`src/verilog/ivpr_defines.vh`:
```
// constants for the interrupt vector priority resolver
`ifndef IVPR_DEFINES_VH
`define IVPR_DEFINES_VH

`define IVPR_VEC_W        7
`define IVPR_NUM_VEC      128
`define IVPR_ADDR_W       24
`define IVPR_ADDR_PAD     15'h0000
`define IVPR_ADDR_LSB     2'h0
`define IVPR_SEL_W        32

`define IVPR_VEC_NMI      7'h07
`define IVPR_VEC_EXT_LO   7'h10
`define IVPR_VEC_SWDT     7'h18
`define IVPR_VEC_WDT0     7'h19
`define IVPR_VEC_WDT1     7'h1a
`define IVPR_VEC_BRK      7'h1b
`define IVPR_VEC_ADC      7'h1c
`define IVPR_VEC_EVT      7'h1d
`define IVPR_VEC_TMRX     7'h2c
`define IVPR_VEC_FRT      7'h34
`define IVPR_VEC_EXT_HI   7'h38
`define IVPR_VEC_TMR0     7'h40
`define IVPR_VEC_TMR1     7'h44
`define IVPR_VEC_TMRY     7'h48
`define IVPR_VEC_TW2      7'h4c
`define IVPR_VEC_TW3      7'h4e
`define IVPR_VEC_SER3     7'h50
`define IVPR_VEC_SER1     7'h54
`define IVPR_VEC_TW0      7'h5e
`define IVPR_VEC_TW1      7'h62
`define IVPR_VEC_HOST     7'h68

// positions inside level_select_bits: bytes a, b, c, d from high to low
`define IVPR_LV_A7        31
`define IVPR_LV_A6        30
`define IVPR_LV_A5        29
`define IVPR_LV_A4        28
`define IVPR_LV_A3        27
`define IVPR_LV_A2        26
`define IVPR_LV_A1        25
`define IVPR_LV_A0        24
`define IVPR_LV_B7        23
`define IVPR_LV_B6        22
`define IVPR_LV_B4        20
`define IVPR_LV_B3        19
`define IVPR_LV_B2        18
`define IVPR_LV_B1        17
`define IVPR_LV_C7        15
`define IVPR_LV_C6        14
`define IVPR_LV_C4        12
`define IVPR_LV_C3        11
`define IVPR_LV_C2        10
`define IVPR_LV_C1        9
`define IVPR_LV_D7        7
`define IVPR_LV_D6        6

`endif

```
`src/verilog/ivpr_resolver.v`:
```
// interrupt vector priority resolver
`include "ivpr_defines.vh"
`timescale 1ns/100ps
`default_nettype none

module ivpr_resolver
(
  input  wire         sys_clk,
  input  wire         rst,
  input  wire         ce,
  input  wire         nmi_request,
  input  wire [15:0]  external_request,
  input  wire         sw_transfer_end_request,
  input  wire         watchdog0_interval_request,
  input  wire         watchdog1_interval_request,
  input  wire         address_break_request,
  input  wire         conversion_done_request,
  input  wire         event_input_request,
  input  wire [2:0]   timer_x_request,
  input  wire [2:0]   frt_request,
  input  wire [2:0]   timer0_request,
  input  wire [2:0]   timer1_request,
  input  wire [2:0]   timer_y_request,
  input  wire [3:0]   twowire_request,
  input  wire [3:0]   serial3_request,
  input  wire [3:0]   serial1_request,
  input  wire [3:0]   host_port_request,
  input  wire [31:0]  level_select_bits,
  output reg          irq_pending,
  output reg  [6:0]   irq_vector,
  output reg  [23:0]  irq_address
);

  // pin inputs pass two flip-flops
  reg  [16:0]                   pin_meta;
  reg  [16:0]                   pin_sync;
  reg  [`IVPR_NUM_VEC-1:0]      pend;
  reg  [`IVPR_NUM_VEC-1:0]      level1;
  reg  [7:0]                    win_hi;
  reg  [7:0]                    win_any;
  reg                           next_pending;
  reg  [`IVPR_VEC_W-1:0]        next_vector;
  wire                          nmi_s;
  wire [15:0]                   ext_s;

  assign nmi_s = pin_sync[16];
  assign ext_s = pin_sync[15:0];

  // lowest set index wins; msb of result flags a hit
  function [7:0] lowest_set;
    input [`IVPR_NUM_VEC-1:0] v;
    integer k;
    begin
      lowest_set = 8'h00;
      for (k = `IVPR_NUM_VEC - 1; k >= 0; k = k - 1)
        if (v[k])
          lowest_set = {1'b1, k[6:0]};
    end
  endfunction

  always @(posedge sys_clk)
  begin
    if (rst)
    begin
      pin_meta <= 17'h00000;
      pin_sync <= 17'h00000;
    end
    else if (ce)
    begin
      pin_meta <= {nmi_request, external_request};
      pin_sync <= pin_meta;
    end
  end

  // map every source onto its vector number
  always @*
  begin
    pend = {`IVPR_NUM_VEC{1'b0}};
    pend[`IVPR_VEC_NMI] = nmi_s;
    pend[`IVPR_VEC_EXT_LO +: 8] = ext_s[7:0];
    pend[`IVPR_VEC_SWDT] = sw_transfer_end_request;
    pend[`IVPR_VEC_WDT0] = watchdog0_interval_request;
    pend[`IVPR_VEC_WDT1] = watchdog1_interval_request;
    pend[`IVPR_VEC_BRK] = address_break_request;
    pend[`IVPR_VEC_ADC] = conversion_done_request;
    pend[`IVPR_VEC_EVT] = event_input_request;
    pend[`IVPR_VEC_TMRX +: 3] = timer_x_request;
    pend[`IVPR_VEC_FRT +: 3] = frt_request;
    pend[`IVPR_VEC_EXT_HI +: 8] = ext_s[15:8];
    pend[`IVPR_VEC_TMR0 +: 3] = timer0_request;
    pend[`IVPR_VEC_TMR1 +: 3] = timer1_request;
    pend[`IVPR_VEC_TMRY +: 3] = timer_y_request;
    pend[`IVPR_VEC_TW2] = twowire_request[2];
    pend[`IVPR_VEC_TW3] = twowire_request[3];
    pend[`IVPR_VEC_TW0] = twowire_request[0];
    pend[`IVPR_VEC_TW1] = twowire_request[1];
    pend[`IVPR_VEC_SER3 +: 4] = serial3_request;
    pend[`IVPR_VEC_SER1 +: 4] = serial1_request;
    pend[`IVPR_VEC_HOST +: 4] = host_port_request;
  end

  // control level per vector; sources with no select bit stay at level zero
  always @*
  begin
    level1 = {`IVPR_NUM_VEC{1'b0}};
    level1[`IVPR_VEC_EXT_LO]     = level_select_bits[`IVPR_LV_A7];
    level1[`IVPR_VEC_EXT_LO + 1] = level_select_bits[`IVPR_LV_A6];
    level1[`IVPR_VEC_EXT_LO + 2 +: 2] = {2{level_select_bits[`IVPR_LV_A5]}};
    level1[`IVPR_VEC_EXT_LO + 4 +: 2] = {2{level_select_bits[`IVPR_LV_A4]}};
    level1[`IVPR_VEC_EXT_LO + 6 +: 2] = {2{level_select_bits[`IVPR_LV_A3]}};
    level1[`IVPR_VEC_SWDT] = level_select_bits[`IVPR_LV_A2];
    level1[`IVPR_VEC_WDT0] = level_select_bits[`IVPR_LV_A1];
    level1[`IVPR_VEC_WDT1] = level_select_bits[`IVPR_LV_A0];
    level1[`IVPR_VEC_ADC]  = level_select_bits[`IVPR_LV_B7];
    level1[`IVPR_VEC_TMRX +: 3] = {3{level_select_bits[`IVPR_LV_B4]}};
    level1[`IVPR_VEC_FRT +: 3]  = {3{level_select_bits[`IVPR_LV_B6]}};
    level1[`IVPR_VEC_EXT_HI +: 4] = {4{level_select_bits[`IVPR_LV_D7]}};
    level1[`IVPR_VEC_EXT_HI + 4 +: 4] = {4{level_select_bits[`IVPR_LV_D6]}};
    level1[`IVPR_VEC_TMR0 +: 3] = {3{level_select_bits[`IVPR_LV_B3]}};
    level1[`IVPR_VEC_TMR1 +: 3] = {3{level_select_bits[`IVPR_LV_B2]}};
    level1[`IVPR_VEC_TMRY +: 3] = {3{level_select_bits[`IVPR_LV_B1]}};
    level1[`IVPR_VEC_TW2] = level_select_bits[`IVPR_LV_C2];
    level1[`IVPR_VEC_TW0] = level_select_bits[`IVPR_LV_C4];
    level1[`IVPR_VEC_TW1] = level_select_bits[`IVPR_LV_C3];
    level1[`IVPR_VEC_SER3 +: 4] = {4{level_select_bits[`IVPR_LV_C7]}};
    level1[`IVPR_VEC_SER1 +: 4] = {4{level_select_bits[`IVPR_LV_C6]}};
    level1[`IVPR_VEC_HOST +: 4] = {4{level_select_bits[`IVPR_LV_C1]}};
  end

  // nmi first, then level one in default order, then everything in default order
  always @*
  begin
    win_hi  = lowest_set(pend & level1);
    win_any = lowest_set(pend);
    next_pending = 1'b0;
    next_vector  = {`IVPR_VEC_W{1'b0}};
    if (nmi_s)
    begin
      next_pending = 1'b1;
      next_vector  = `IVPR_VEC_NMI;
    end
    else if (win_hi[7])
    begin
      next_pending = 1'b1;
      next_vector  = win_hi[6:0];
    end
    else if (win_any[7])
    begin
      next_pending = 1'b1;
      next_vector  = win_any[6:0];
    end
  end

  // chosen vector re-resolved every cycle with ce high, so losers are never dropped
  always @(posedge sys_clk)
  begin
    if (rst)
    begin
      irq_pending <= 1'b0;
      irq_vector  <= {`IVPR_VEC_W{1'b0}};
      irq_address <= {`IVPR_ADDR_W{1'b0}};
    end
    else if (ce)
    begin
      irq_pending <= next_pending;
      irq_vector  <= next_vector;
      irq_address <= {`IVPR_ADDR_PAD, next_vector, `IVPR_ADDR_LSB};
    end
  end

endmodule

`default_nettype wire

```
`config.mk`:
```
export PLATFORM = sky130hd
export DESIGN_NAME = ivpr_resolver
export DESIGN_NICKNAME = d
export VERILOG_FILES = /design/src/verilog/ivpr_resolver.v
export VERILOG_INCLUDE_DIRS = /design/src /design/src/verilog
export SDC_FILE = /design/constraint.sdc
export NUM_CORES = 1
export LEC_CHECK = 0
export BUFFER_PORTS_ARGS = -buffer_cell sky130_fd_sc_hd__buf_4
export CORE_UTILIZATION = 50
export DETAILED_ROUTE_END_ITERATION = 8
export PLACE_DENSITY = 0.81
export SLEW_MARGIN = 0
export SYNTH_ARGS = -nofsm -noshare
export SYNTH_HDL_FRONTEND = slang
export SYNTH_SLANG_ARGS = --single-unit
```
`constraint.sdc`:
```
create_clock -name sys_clk -period 2.62 [get_ports sys_clk]
set_input_delay 0.131 -clock sys_clk [delete_from_list [all_inputs] [get_ports sys_clk]]
set_output_delay 0.131 -clock sys_clk [all_outputs]
set_load 0.005 [all_outputs]
```
# ---- Word level (Yosys, flattened, before mapping)
# Index checks and enable logic that the tools add are counted.
dict set report totals {
  latch_bits 0
  mem_bits_ro 0
  mem_count 0
  mem_bits_rw 0
  register_bits 42
  out_inout_bits 32
}
dict set report op_classes {
  shifts 0
  mul 0
  eq_ne 0
  bitwise 1
  magnitude_cmp 0
  muxes 188
  add_sub_neg 0
  reduce_logical 0
  n_div 0
}
# cell count
set op_table {}
lappend op_table {{$mux 8} 182}
lappend op_table {{$and 108x108->108} 1}
lappend op_table {{$mux 7} 3}
lappend op_table {{$mux 1} 3}

# ---- Longest topological paths before layout
# Gate-level depths: netlist of the first run.
dict set report depth {
  ltp_word 130
  mapped_depth 8
  mapped_depth_nobuf 7
}

# ---- Least setup slack after synthesis of the first run
# No wires, ideal clock.
dict set report synth_timing {
  kind {register -> register}
  from {register pin_sync[9]}
  to {register irq_address[4]}
  n_path_buf 1
  t_arrival_ps 1949
  stages_incl_launch_ff 9
  setup_time_ps 88
  required_ps 2532
  slack_ps 583
  path_cell_list {dfxtp_1 > clkbuf_1 > o41ai_2 > nand2_1 > nor2_1 > nand3_4 > nor3_2 > o2111ai_1 > a311oi_2}
}
dict set report synth_via {
  elab_chain_len 61
  word_cells_on_any_way 85
}
# item line
set synth_rtl {}
lappend synth_rtl {{start, declared} ivpr_resolver.v:36} ;# reg [16:0] pin_sync;
lappend synth_rtl {{start signal, assigned} ivpr_resolver.v:71} ;# pin_sync <= pin_meta;
lappend synth_rtl {{$and 108x108->108} ivpr_resolver.v:133} ;# win_hi = lowest_set(pend & level1);
lappend synth_rtl {{$mux 8 (58 in a row)} ivpr_resolver.v:56} ;# if (v[k])
lappend synth_rtl {{$mux 7 (*)} ivpr_resolver.v:142} ;# else if (win_hi[7])
lappend synth_rtl {{$mux 7 (*)} ivpr_resolver.v:137} ;# if (nmi_s)
lappend synth_rtl {{end signal, assigned} ivpr_resolver.v:161} ;# irq_address <= {`IVPR_ADDR_W{1'b0}};
lappend synth_rtl {{end signal, assigned} ivpr_resolver.v:167} ;# irq_address <= {`IVPR_ADDR_PAD, next_vector, `IVPR_ADDR_LSB};
lappend synth_rtl {{end, declared} ivpr_resolver.v:31} ;# output reg [23:0] irq_address
# Every way passes the cells marked *; elsewhere a longest branch is shown, timed or not.
# A chain may end at the register's enable or synchronous reset.

# ---- Final worst setup path of the first run
dict set report layout_timing {
  from {register pin_sync[13]}
  to {register irq_address[4]}
}
dict set report layout_via {
  elab_chain_len 65
  word_cells_on_any_way 93
}
# item line
set layout_rtl {}
lappend layout_rtl {{$and 108x108->108} ivpr_resolver.v:133}
lappend layout_rtl {{$mux 8 (62 in a row)} ivpr_resolver.v:56}
lappend layout_rtl {{$mux 7 (*)} ivpr_resolver.v:142}
lappend layout_rtl {{$mux 7 (*)} ivpr_resolver.v:137}
# Marks and branches as above.

==> results of run 1 <==
==> where the power goes <==
part           internal, uW  switching (uW)  total (uW)
combinational           224             251         475
sequential              673            27.8         700
clock                   191             248         439
==> cell type report <==
cell class	count	area share
Clock inverter	3	0.005908
Timing Repair Buffer	101	0.1884
Tap cell	77	0.02394
Clock buffer	5	0.01710
Inverter	11	0.01026
Sequential cell	42	0.2090
Multi-Input combinational cell	363	0.5454
==> worst paths after layout <==
kind                                   from                          end  slack [ps]  cells after the start
setup / recovery  pin_sync[13]$_SDFFE_PP0P_  irq_address[4]$_SDFFE_PP0P_         250                      8
hold / removal                  nmi_request    pin_meta[16]$_SDFFE_PP0P_          60                      3
setup reg to reg  pin_sync[13]$_SDFFE_PP0P_  irq_address[4]$_SDFFE_PP0P_         250                      8
hold reg to reg   pin_meta[16]$_SDFFE_PP0P_    pin_meta[16]$_SDFFE_PP0P_         500                      2
==> cell families (layout without fill, tap and decap cells) <==
group,after synthesis,in the layout,share of synthesized area
AOI/OAI and AO/OA,130,130,0.2739
buffers and inverters,52,120,0.08784
DFF,42,42,0.2578
muxes,34,34,0.1043
other,1,17,0.001150
and+or+nand+nor,182,182,0.2750
==> routing by layer <==
layer,track usage,vias up,share of wire
met5,0,-,0
met4,0.1000,0,0.017
met3,0.04699,16,0.068
met2,0.4459,159,0.46
met1,0.3622,1660,0.45
li1,-,1791,-
==> sequential cells by signal, summed over array words and instances, names as in the netlist <==
name and cells:
pin_sync 17, pin_meta 17, irq_pending 1, irq_address 7
==> cell usage after synthesis, types with 3 or more instances <==
cell and instances:
a31oi_1 3, nand4_1 6, o2111ai_1 6, nor2b_1 7
nand3_1 7, o21bai_1 4, mux2i_1 34, a211oi_1 6
nand2_1 34, nor4_1 18, nor3_1 12, a21oi_1 24
clkbuf_1 13, and2_1 3, o211ai_1 7, o41ai_1 5
nor2_1 73, a2111oi_0 3, buf_4 24, o21ai_1 4
o21ai_0 32, o31ai_1 4, buf_1 3, inv_1 11
dfxtp_1 42, o31a_1 3, nand2b_1 4
==> worst register-to-register path, stage by stage (launching register included) <==
cell	delay, ps
dfxtp_1	340
o41ai_1	470
buf_4	200
nand2_1	60
nor2_1	300
nand3_4	160
nor3_2	290
o2111ai_1	170
a311oi_2	300
==> per-stage QoR <==
stage                 util  power, uW
floorplan                -      984.5
global placement    0.6227       1174
detailed placement  0.6227       1182
CTS                 0.6373       1619
global route        0.6373       1702
finish              0.6373       1615
==> flow_metrics.env, run 1 <==
export IMPL_pre_cts_slack_ps=319.1
export IMPL_slew_viol_final=0
export IMPL_hpwl_mm=7.333
export IMPL_path_clk_slew_ps=90
export IMPL_layout_commonest_cell="buf_4"
export IMPL_drv_cap=0
export IMPL_grt_usage=0.2742
export IMPL_die_area_sq_um=6851
export IMPL_core_area_sq_um=6314
export IMPL_place_inst=594
export IMPL_numCtsBuffers=5
export IMPL_tritoncts="built"
export IMPL_grt_pass1_wl_mm=14.33
export IMPL_vdd_drop_max_mv=0.2835
export IMPL_mostFrequentLayoutCells="101 x buf_4, 73 x nor2_1, 42 x dfxtp_1"
export IMPL_initial_utilization=0.5166
export IMPL_drtIter0Drc=243
export IMPL_yosysWarningCount=0
export IMPL_syn_to_final_growth_pct=23.36
export IMPL_antenna_found_initial=0
export IMPL_critPathCaptureType="register"
export IMPL_setup_tns_final_ps=0
export IMPL_async_reset_ff_frac=0
export IMPL_synth_edf_count=0
export IMPL_seqCellArea_sq_um=840.8
export IMPL_totalWireLength_mm=9.344
export IMPL_slowest_delay_ps=470
export IMPL_grt_overflow=0
export IMPL_rsz0062_at_grt="no"
export IMPL_wl_per_cell_um=15.52
export IMPL_holdWs_ps=60.05
export IMPL_via_count=3626
export IMPL_crit_fanout=7
export IMPL_antenna_cells=0
export IMPL_cts_sinks=42
export IMPL_synthCells=441
export IMPL_drc_errors=0
export IMPL_die_w_um=82.77
export IMPL_io_buffers=93
export IMPL_root_buffer="clkbuf_8"
export IMPL_clock_path_buffers=2
export IMPL_fp_dieH_um=82.77
export IMPL_nFillCells=562
export IMPL_drive_gt1_frac=0.2267
export IMPL_htree_levels=2
export IMPL_worst_pin_slew_ps=763.5
export IMPL_cts_resized=0
export IMPL_post_route_period_util=0.9033
export IMPL_crit_path_cell_trace="o41ai_1 -> buf_4 -> nand2_1 -> nor2_1 -> nand3_4 -> nor3_2 -> o2111ai_1 -> a311oi_2"
export IMPL_cpMaxStageDelayCell="o41ai_1"
export IMPL_fin_ws_ps=253.3
export IMPL_fin_area_sq_um=4024
export IMPL_critical_path_class="reg -> reg"
export IMPL_critPathLaunchType="register"
export IMPL_hold_buffers=0
export IMPL_power_density_nw_per_um2=401.3
export IMPL_ant_nets=0
export IMPL_rows=29
export IMPL_synthTopCellsByArea="dfxtp_1 26%, mux2i_1 10%, nor2_1 8.4%"
export IMPL_period_needed_ps=2367
export IMPL_hold_class="in -> reg"
export IMPL_layout_nets=613
export IMPL_io_pins=121
export IMPL_yosysSeqAreaShare=0.2578
export IMPL_synth_main_ff_cell="dfxtp_1"
export IMPL_setup_viol=0
export IMPL_synth_avg_cell_area_sq_um=7.397
export IMPL_post_cts_buffers=0
export IMPL_stdcell_count=602
export IMPL_hold_viol_final=0
export IMPL_grt_max_degree=45
export IMPL_worstPathRequired_ps=2840
export IMPL_synth_cell_types=65
export IMPL_maxSlewHeadroom=0.4863
export IMPL_worstPathArrival_ps=2580
export IMPL_multi_input_area_sq_um=2195
export IMPL_clk_latency_ps=300
export IMPL_synth_seq_cells=42
export IMPL_worst_path_buf_inv=1
export IMPL_total_leakage_power_uw=0.001756
export IMPL_post_synth_top_area_fraction=0.2578
export IMPL_fmax_mhz=422.5
export IMPL_synth_area_sq_um=3262
export IMPL_crit_family="compound AO/OA/AOI/OAI gates"
export IMPL_skew_ps=11.63
export IMPL_yosys_area_top_type="dfxtp_1"
export IMPL_run_status="complete, no violations"
export IMPL_grt_pass1_vias=3151
export IMPL_placed_cell_area_sq_um=3931
export IMPL_avgViaCountPerCell=6.023
export IMPL_drt_pre_antenna_iters=4
export IMPL_place_congestion=0.8635
Power figures use the tool's default switching activity.
==> run 2, diff against run 1 <==
==> constraint.sdc (replaced) <==
create_clock -name sys_clk -period 2.6 [get_ports sys_clk]
set_input_delay 0.13 -clock sys_clk [delete_from_list [all_inputs] [get_ports sys_clk]]
set_output_delay 0.13 -clock sys_clk [all_outputs]
set_load 0.005 [all_outputs]
==> run 2 against run 1 <==
Global-route usage is essentially flat. Non-clock buffer count grew 1. Critical path depth shrank 1. Register-to-register slack lost 30 ps. Sequential share of layout area is essentially flat. First-iteration DRC count grew 0.41%. Core utilization grew 0.12 points. Total power grew 0.39%. Flip-flop and latch count is the same. Worst setup slack lost 27 ps. Maximum frequency shrank 0.30%. Hold slack gained 2.1 ps.
==> flow_metrics.env, run 2 (synthesized netlist as in run 1, its figures left out) <==
export IMPL_critical_path_class="reg -> reg"
export IMPL_antenna_cells=0
export IMPL_setup_tns_final_ps=0
export IMPL_fmax_mhz=421.3
export IMPL_via_count=3674
export IMPL_mostFrequentLayoutCells="102 x buf_4, 73 x nor2_1, 42 x dfxtp_1"
export IMPL_numCtsBuffers=5
export IMPL_ant_nets=0
export IMPL_layout_nets=614
export IMPL_grt_overflow=0
export IMPL_p_int_uw=1097
export IMPL_syn_to_final_growth_pct=23.59
export IMPL_worstPathRequired_ps=2810
export IMPL_path_clk_slew_ps=90
export IMPL_skew_ps=14.94
export IMPL_htree_levels=2
export IMPL_place_congestion=0.8962
export IMPL_nFillCells=586
export IMPL_drive_gt1_frac=0.2281
export IMPL_initial_utilization=0.5166
export IMPL_cts_resized=0
export IMPL_hold_viol_final=0
export IMPL_worst_pin_slew_ps=706.3
export IMPL_p_comb_frac=0.296
export IMPL_core_area_sq_um=6314
export IMPL_p_clk_frac=0.268
export IMPL_power_density_nw_per_um2=402.1
export IMPL_rrSetupSlack_ps=230
export IMPL_fp_dieH_um=82.77
export IMPL_cts_sinks=42
export IMPL_placed_cell_area_sq_um=3939
export IMPL_critPathLaunchType="register"
export IMPL_clock_path_buffers=2
export IMPL_layout_commonest_cell="buf_4"
export IMPL_swShare=0.3231
export IMPL_grt_max_degree=45
export IMPL_maxSlewHeadroom=0.5248
export IMPL_slew_viol_final=0
export IMPL_totalWireLength_mm=9.429
export IMPL_hpwl_mm=7.348
export IMPL_crit_fanout=9
export IMPL_io_pins=121
export IMPL_io_buffers=93
export IMPL_tritoncts="built"
export IMPL_root_buffer="clkbuf_8"
export IMPL_drv_cap=0
export IMPL_worstPathArrival_ps=2580
export IMPL_reg_top3="pin_meta x17, pin_sync x17, irq_address x7"
export IMPL_drt_pre_antenna_iters=5
export IMPL_holdWs_ps=62.14
export IMPL_drc_errors=0
export IMPL_period_needed_ps=2374
export IMPL_hold_buffers=0
export IMPL_clk_latency_ps=290
export IMPL_p_sw_uw=523.7
export IMPL_drtIter0Drc=244
export IMPL_post_route_period_util=0.9130
export IMPL_seq_power_share=0.436
export IMPL_run_status="complete, no violations"
export IMPL_rsz0062_at_grt="no"
export IMPL_grt_pass1_vias=3127
export IMPL_rows=29
export IMPL_antenna_found_initial=0
export IMPL_vdd_drop_max_mv=0.4054
export IMPL_grt_pass1_wl_mm=14.46
export IMPL_grt_usage=0.2746
export IMPL_hold_class="in -> reg"
export IMPL_setup_viol=0
export IMPL_die_area_sq_um=6851
export IMPL_post_cts_buffers=0
export IMPL_critPathCaptureType="register"
export IMPL_avgViaCountPerCell=6.093
export IMPL_wl_per_cell_um=15.64
export IMPL_fin_area_sq_um=4031
export IMPL_total_leakage_power_uw=0.001761
export IMPL_die_w_um=82.77
export IMPL_post_route_util=0.6385
run 2: cell count changes in the layout (fill, tap and decap cells not counted):
cell   delta
buf_4     +1
run 2: power by group through the flow:
stage / combinational, uW / clock, uW / sequential [uW]
detailed placement: 472 / 0 / 720
global route: 530 / 475 / 711
global placement: 466 / 0 / 719
CTS: 476 / 442 / 706
floorplan: 277 / 0 / 715
finish: 480 / 434 / 706
run 2: final cells by class:
type	count	area, sq um	share of cell area
repair buffers	102	765.7	0.1899
flip-flops and latches	42	840.8	0.2086
clock inverters	3	23.77	0.005897
well taps	77	96.34	0.02390
multi-input cells	363	2195	0.5444
inverters	11	41.29	0.01024
clock buffers	5	68.82	0.01707
run 2: critical path, stage by stage, from the launching register on:
cell       delay, ps
dfxtp_1          400
o41ai_2          560
nand2_1          140
nor2_1           290
nand3_4          160
nor3_2           280
o2111ai_1        170
a311oi_2         290
run 2: path summary, 6_finish.rpt:
| path | startpoint | to | depth (start not counted) |
|---|---|---|---|
| max | pin_sync[9]$_SDFFE_PP0P_ | irq_address[4]$_SDFFE_PP0P_ | 7 |
| min | external_request[5] | pin_meta[5]$_SDFFE_PP0P_ | 3 |
| max reg2reg | pin_sync[9]$_SDFFE_PP0P_ | irq_address[4]$_SDFFE_PP0P_ | 7 |
| min reg2reg | irq_pending$_SDFFE_PP0P_ | irq_pending$_SDFFE_PP0P_ | 2 |
run 2: per-layer routing:
| metal | wire (um) | global-route usage |
|---|---|---|
| met2 | 4383 | 0.4697 |
| met5 | 0 | 0 |
| met3 | 664 | 0.04044 |
| met1 | 4238 | 0.3598 |
| met4 | 143 | 0.06897 |
run 2: metrics by stage:
step	total power, uW	cells	setup slack, ps
floorplan	992.1	457	563.1
global placement	1185	595	260.9
detailed placement	1193	595	268.6
CTS	1623	603	239.0
global route	1716	603	7.641
finish	1621	603	226.1
==> run 3, diff against run 2 <==
--- a/config.mk
+++ b/config.mk
@@ -10,6 +10,7 @@
 export CORE_UTILIZATION = 50
 export DETAILED_ROUTE_END_ITERATION = 8
 export PLACE_DENSITY = 0.81
+export REMOVE_ABC_BUFFERS = 1
 export SLEW_MARGIN = 0
 export SYNTH_ARGS = -nofsm -noshare
 export SYNTH_HDL_FRONTEND = slang
==> run 3 against run 2 <==
Cell area about the same. Clock skew decreased by 7.5 ps. Critical path depth unchanged. Maximum frequency increased by 1.6%. Register-to-register slack improved by 40 ps. Via count increased by 1.2%. Final cell count increased by 0.17%. Sequential share of layout area about the same. Non-clock buffer count increased by 2. Global-route usage increased by 0.29 points. Flip-flop and latch count unchanged. Sequential power about the same. Critical path type unchanged. Largest cell class unchanged. Highest routed layer unchanged.
==> flow_metrics.env, run 3 (synthesized netlist as in run 1, its figures left out) <==
export IMPL_p_clk_frac=0.249
export IMPL_clk_latency_ps=290
export IMPL_setup_tns_final_ps=0
export IMPL_layout_nets=616
export IMPL_critical_path_class="reg -> reg"
export IMPL_antenna_cells=0
export IMPL_htree_levels=2
export IMPL_skew_ps=7.444
export IMPL_path_clk_slew_ps=80
export IMPL_avgViaCountPerCell=6.156
export IMPL_slew_viol_final=0
export IMPL_setup_viol=0
export IMPL_antenna_found_initial=0
export IMPL_run_status="complete, no violations"
export IMPL_period_needed_ps=2336
export IMPL_nFillCells=602
export IMPL_fp_dieH_um=82.77
export IMPL_hold_viol_final=0
export IMPL_grt_overflow=0
export IMPL_hold_buffers=0
export IMPL_drt_pre_antenna_iters=5
export IMPL_die_area_sq_um=6851
export IMPL_cts_sinks=42
export IMPL_drc_errors=0
export IMPL_io_pins=121
export IMPL_pre_cts_slack_ps=297.0
export IMPL_crit_path_cell_trace="o41ai_2 -> nand2_1 -> nor2_1 -> nand3_4 -> nor3_2 -> o2111ai_1 -> a311oi_2"
export IMPL_seq_power_share=0.447
export IMPL_swShare=0.3124
export IMPL_io_buffers=93
export IMPL_drtIter0Drc=273
export IMPL_slowest_delay_ps=470
export IMPL_rows=29
export IMPL_vdd_drop_max_mv=0.3879
export IMPL_root_buffer="clkbuf_8"
export IMPL_p_sw_uw=494.1
export IMPL_numCtsBuffers=5
export IMPL_worstPathRequired_ps=2800
export IMPL_wl_per_cell_um=15.26
export IMPL_drive_gt1_frac=0.2296
export IMPL_power_density_nw_per_um2=392.2
export IMPL_grt_max_degree=45
export IMPL_worst_path_buf_inv=0
export IMPL_hold_class="in -> reg"
export IMPL_mostFrequentLayoutCells="104 x buf_4, 73 x nor2_1, 42 x dfxtp_1"
export IMPL_total_leakage_power_uw=0.001772
export IMPL_drv_cap=0
export IMPL_crit_family="compound AO/OA/AOI/OAI gates"
export IMPL_p_comb_frac=0.303
export IMPL_layout_commonest_cell="buf_4"
export IMPL_reg_top3="pin_meta x17, pin_sync x17, irq_address x7"
export IMPL_rsz0062_at_grt="no"
export IMPL_post_route_period_util=0.8985
export IMPL_via_count=3718
export IMPL_critPathLaunchType="register"
export IMPL_tritoncts="built"
export IMPL_maxSlewHeadroom=0.6120
export IMPL_syn_to_final_growth_pct=23.63
export IMPL_p_int_uw=1087
export IMPL_hpwl_mm=7.192
export IMPL_grt_usage=0.2775
export IMPL_core_area_sq_um=6314
export IMPL_place_congestion=0.9015
export IMPL_worst_pin_slew_ps=567.3
export IMPL_crit_fanout=9
export IMPL_totalWireLength_mm=9.216
export IMPL_clock_path_buffers=2
export IMPL_cpMaxStageDelayCell="o41ai_2"
export IMPL_fmax_mhz=428.1
export IMPL_cts_resized=0
export IMPL_critPathCaptureType="register"
export IMPL_die_w_um=82.77
export IMPL_grt_pass1_wl_mm=14.69
export IMPL_initial_utilization=0.5166
export IMPL_grt_pass1_vias=3239
export IMPL_ant_nets=0
export IMPL_fin_ws_ps=264.0
export IMPL_worstPathArrival_ps=2540
export IMPL_post_cts_buffers=0
## run 3: changes by cell type in the layout (fill, tap and decap cells not counted)
| cell | previous run | this run |
|---|---|---|
| clkinv_2 | 0 | 2 |
| buf_4 | 102 | 104 |
| clkinvlp_4 | 2 | 0 |
| inv_6 | 1 | 0 |
## run 3: stage by stage
step	hold WS, ps	std cells	power [uW]	util	cell area [sq um]
final	64.82	604	1581	0.6387	4033
after global placement	363.0	597	1183	0.6262	3954
after detailed placement	372.8	597	1192	0.6262	3954
after floorplan	197.9	416	934.4	-	3077
after CTS	64.19	604	1586	0.6387	4033
after global routing	72.04	604	1670	0.6387	4033
## run 3: worst register-to-register path, delay by kind of cell (launching register included)
kind	cells	cell delay (ps)
AND/OR/NAND/NOR	4	870
flip-flops	1	410
AO/OA/AOI/OAI	3	960
## run 3: layout make-up
cell class              count  area (sq um)  share of cell area
flip-flops and latches     42         840.8              0.2085
clock buffers               5         68.82             0.01706
repair buffers            104         780.7              0.1936
multi-input cells         363          2195              0.5442
inverters                  11         41.29             0.01024
clock inverters             2         10.01            0.002482
well taps                  77         96.34             0.02389
## run 3: final timing paths
| check | start | to | slack (ps) | cells past startpoint |
|---|---|---|---|---|
| setup / recovery | pin_sync[9]$_SDFFE_PP0P_ | irq_address[4]$_SDFFE_PP0P_ | 260 | 7 |
| hold / removal | external_request[12] | pin_meta[12]$_SDFFE_PP0P_ | 60 | 3 |
| setup reg to reg | pin_sync[9]$_SDFFE_PP0P_ | irq_address[4]$_SDFFE_PP0P_ | 260 | 7 |
| hold reg to reg | irq_pending$_SDFFE_PP0P_ | irq_pending$_SDFFE_PP0P_ | 490 | 2 |
## run 3: power groups by stage
| stage | Combinational, uW | Clock (uW) | Sequential [uW] |
|---|---|---|---|
| 2_1_floorplan | 216 | 0 | 719 |
| 3_3_place_gp | 464 | 0 | 720 |
| 3_5_place_dp | 470 | 0 | 722 |
| 4_1_cts | 473 | 406 | 707 |
| 5_1_grt | 532 | 427 | 711 |
| 6_report | 480 | 395 | 707 |
## run 3: routing by layer
metal | up-vias | global-route usage | part of all wire
met5 | - | 0 | 0
met4 | 0 | 0.08448 | 0.018
met1 | 1717 | 0.3666 | 0.45
li1 | 1788 | - | -
met3 | 22 | 0.04262 | 0.078
met2 | 191 | 0.4631 | 0.46
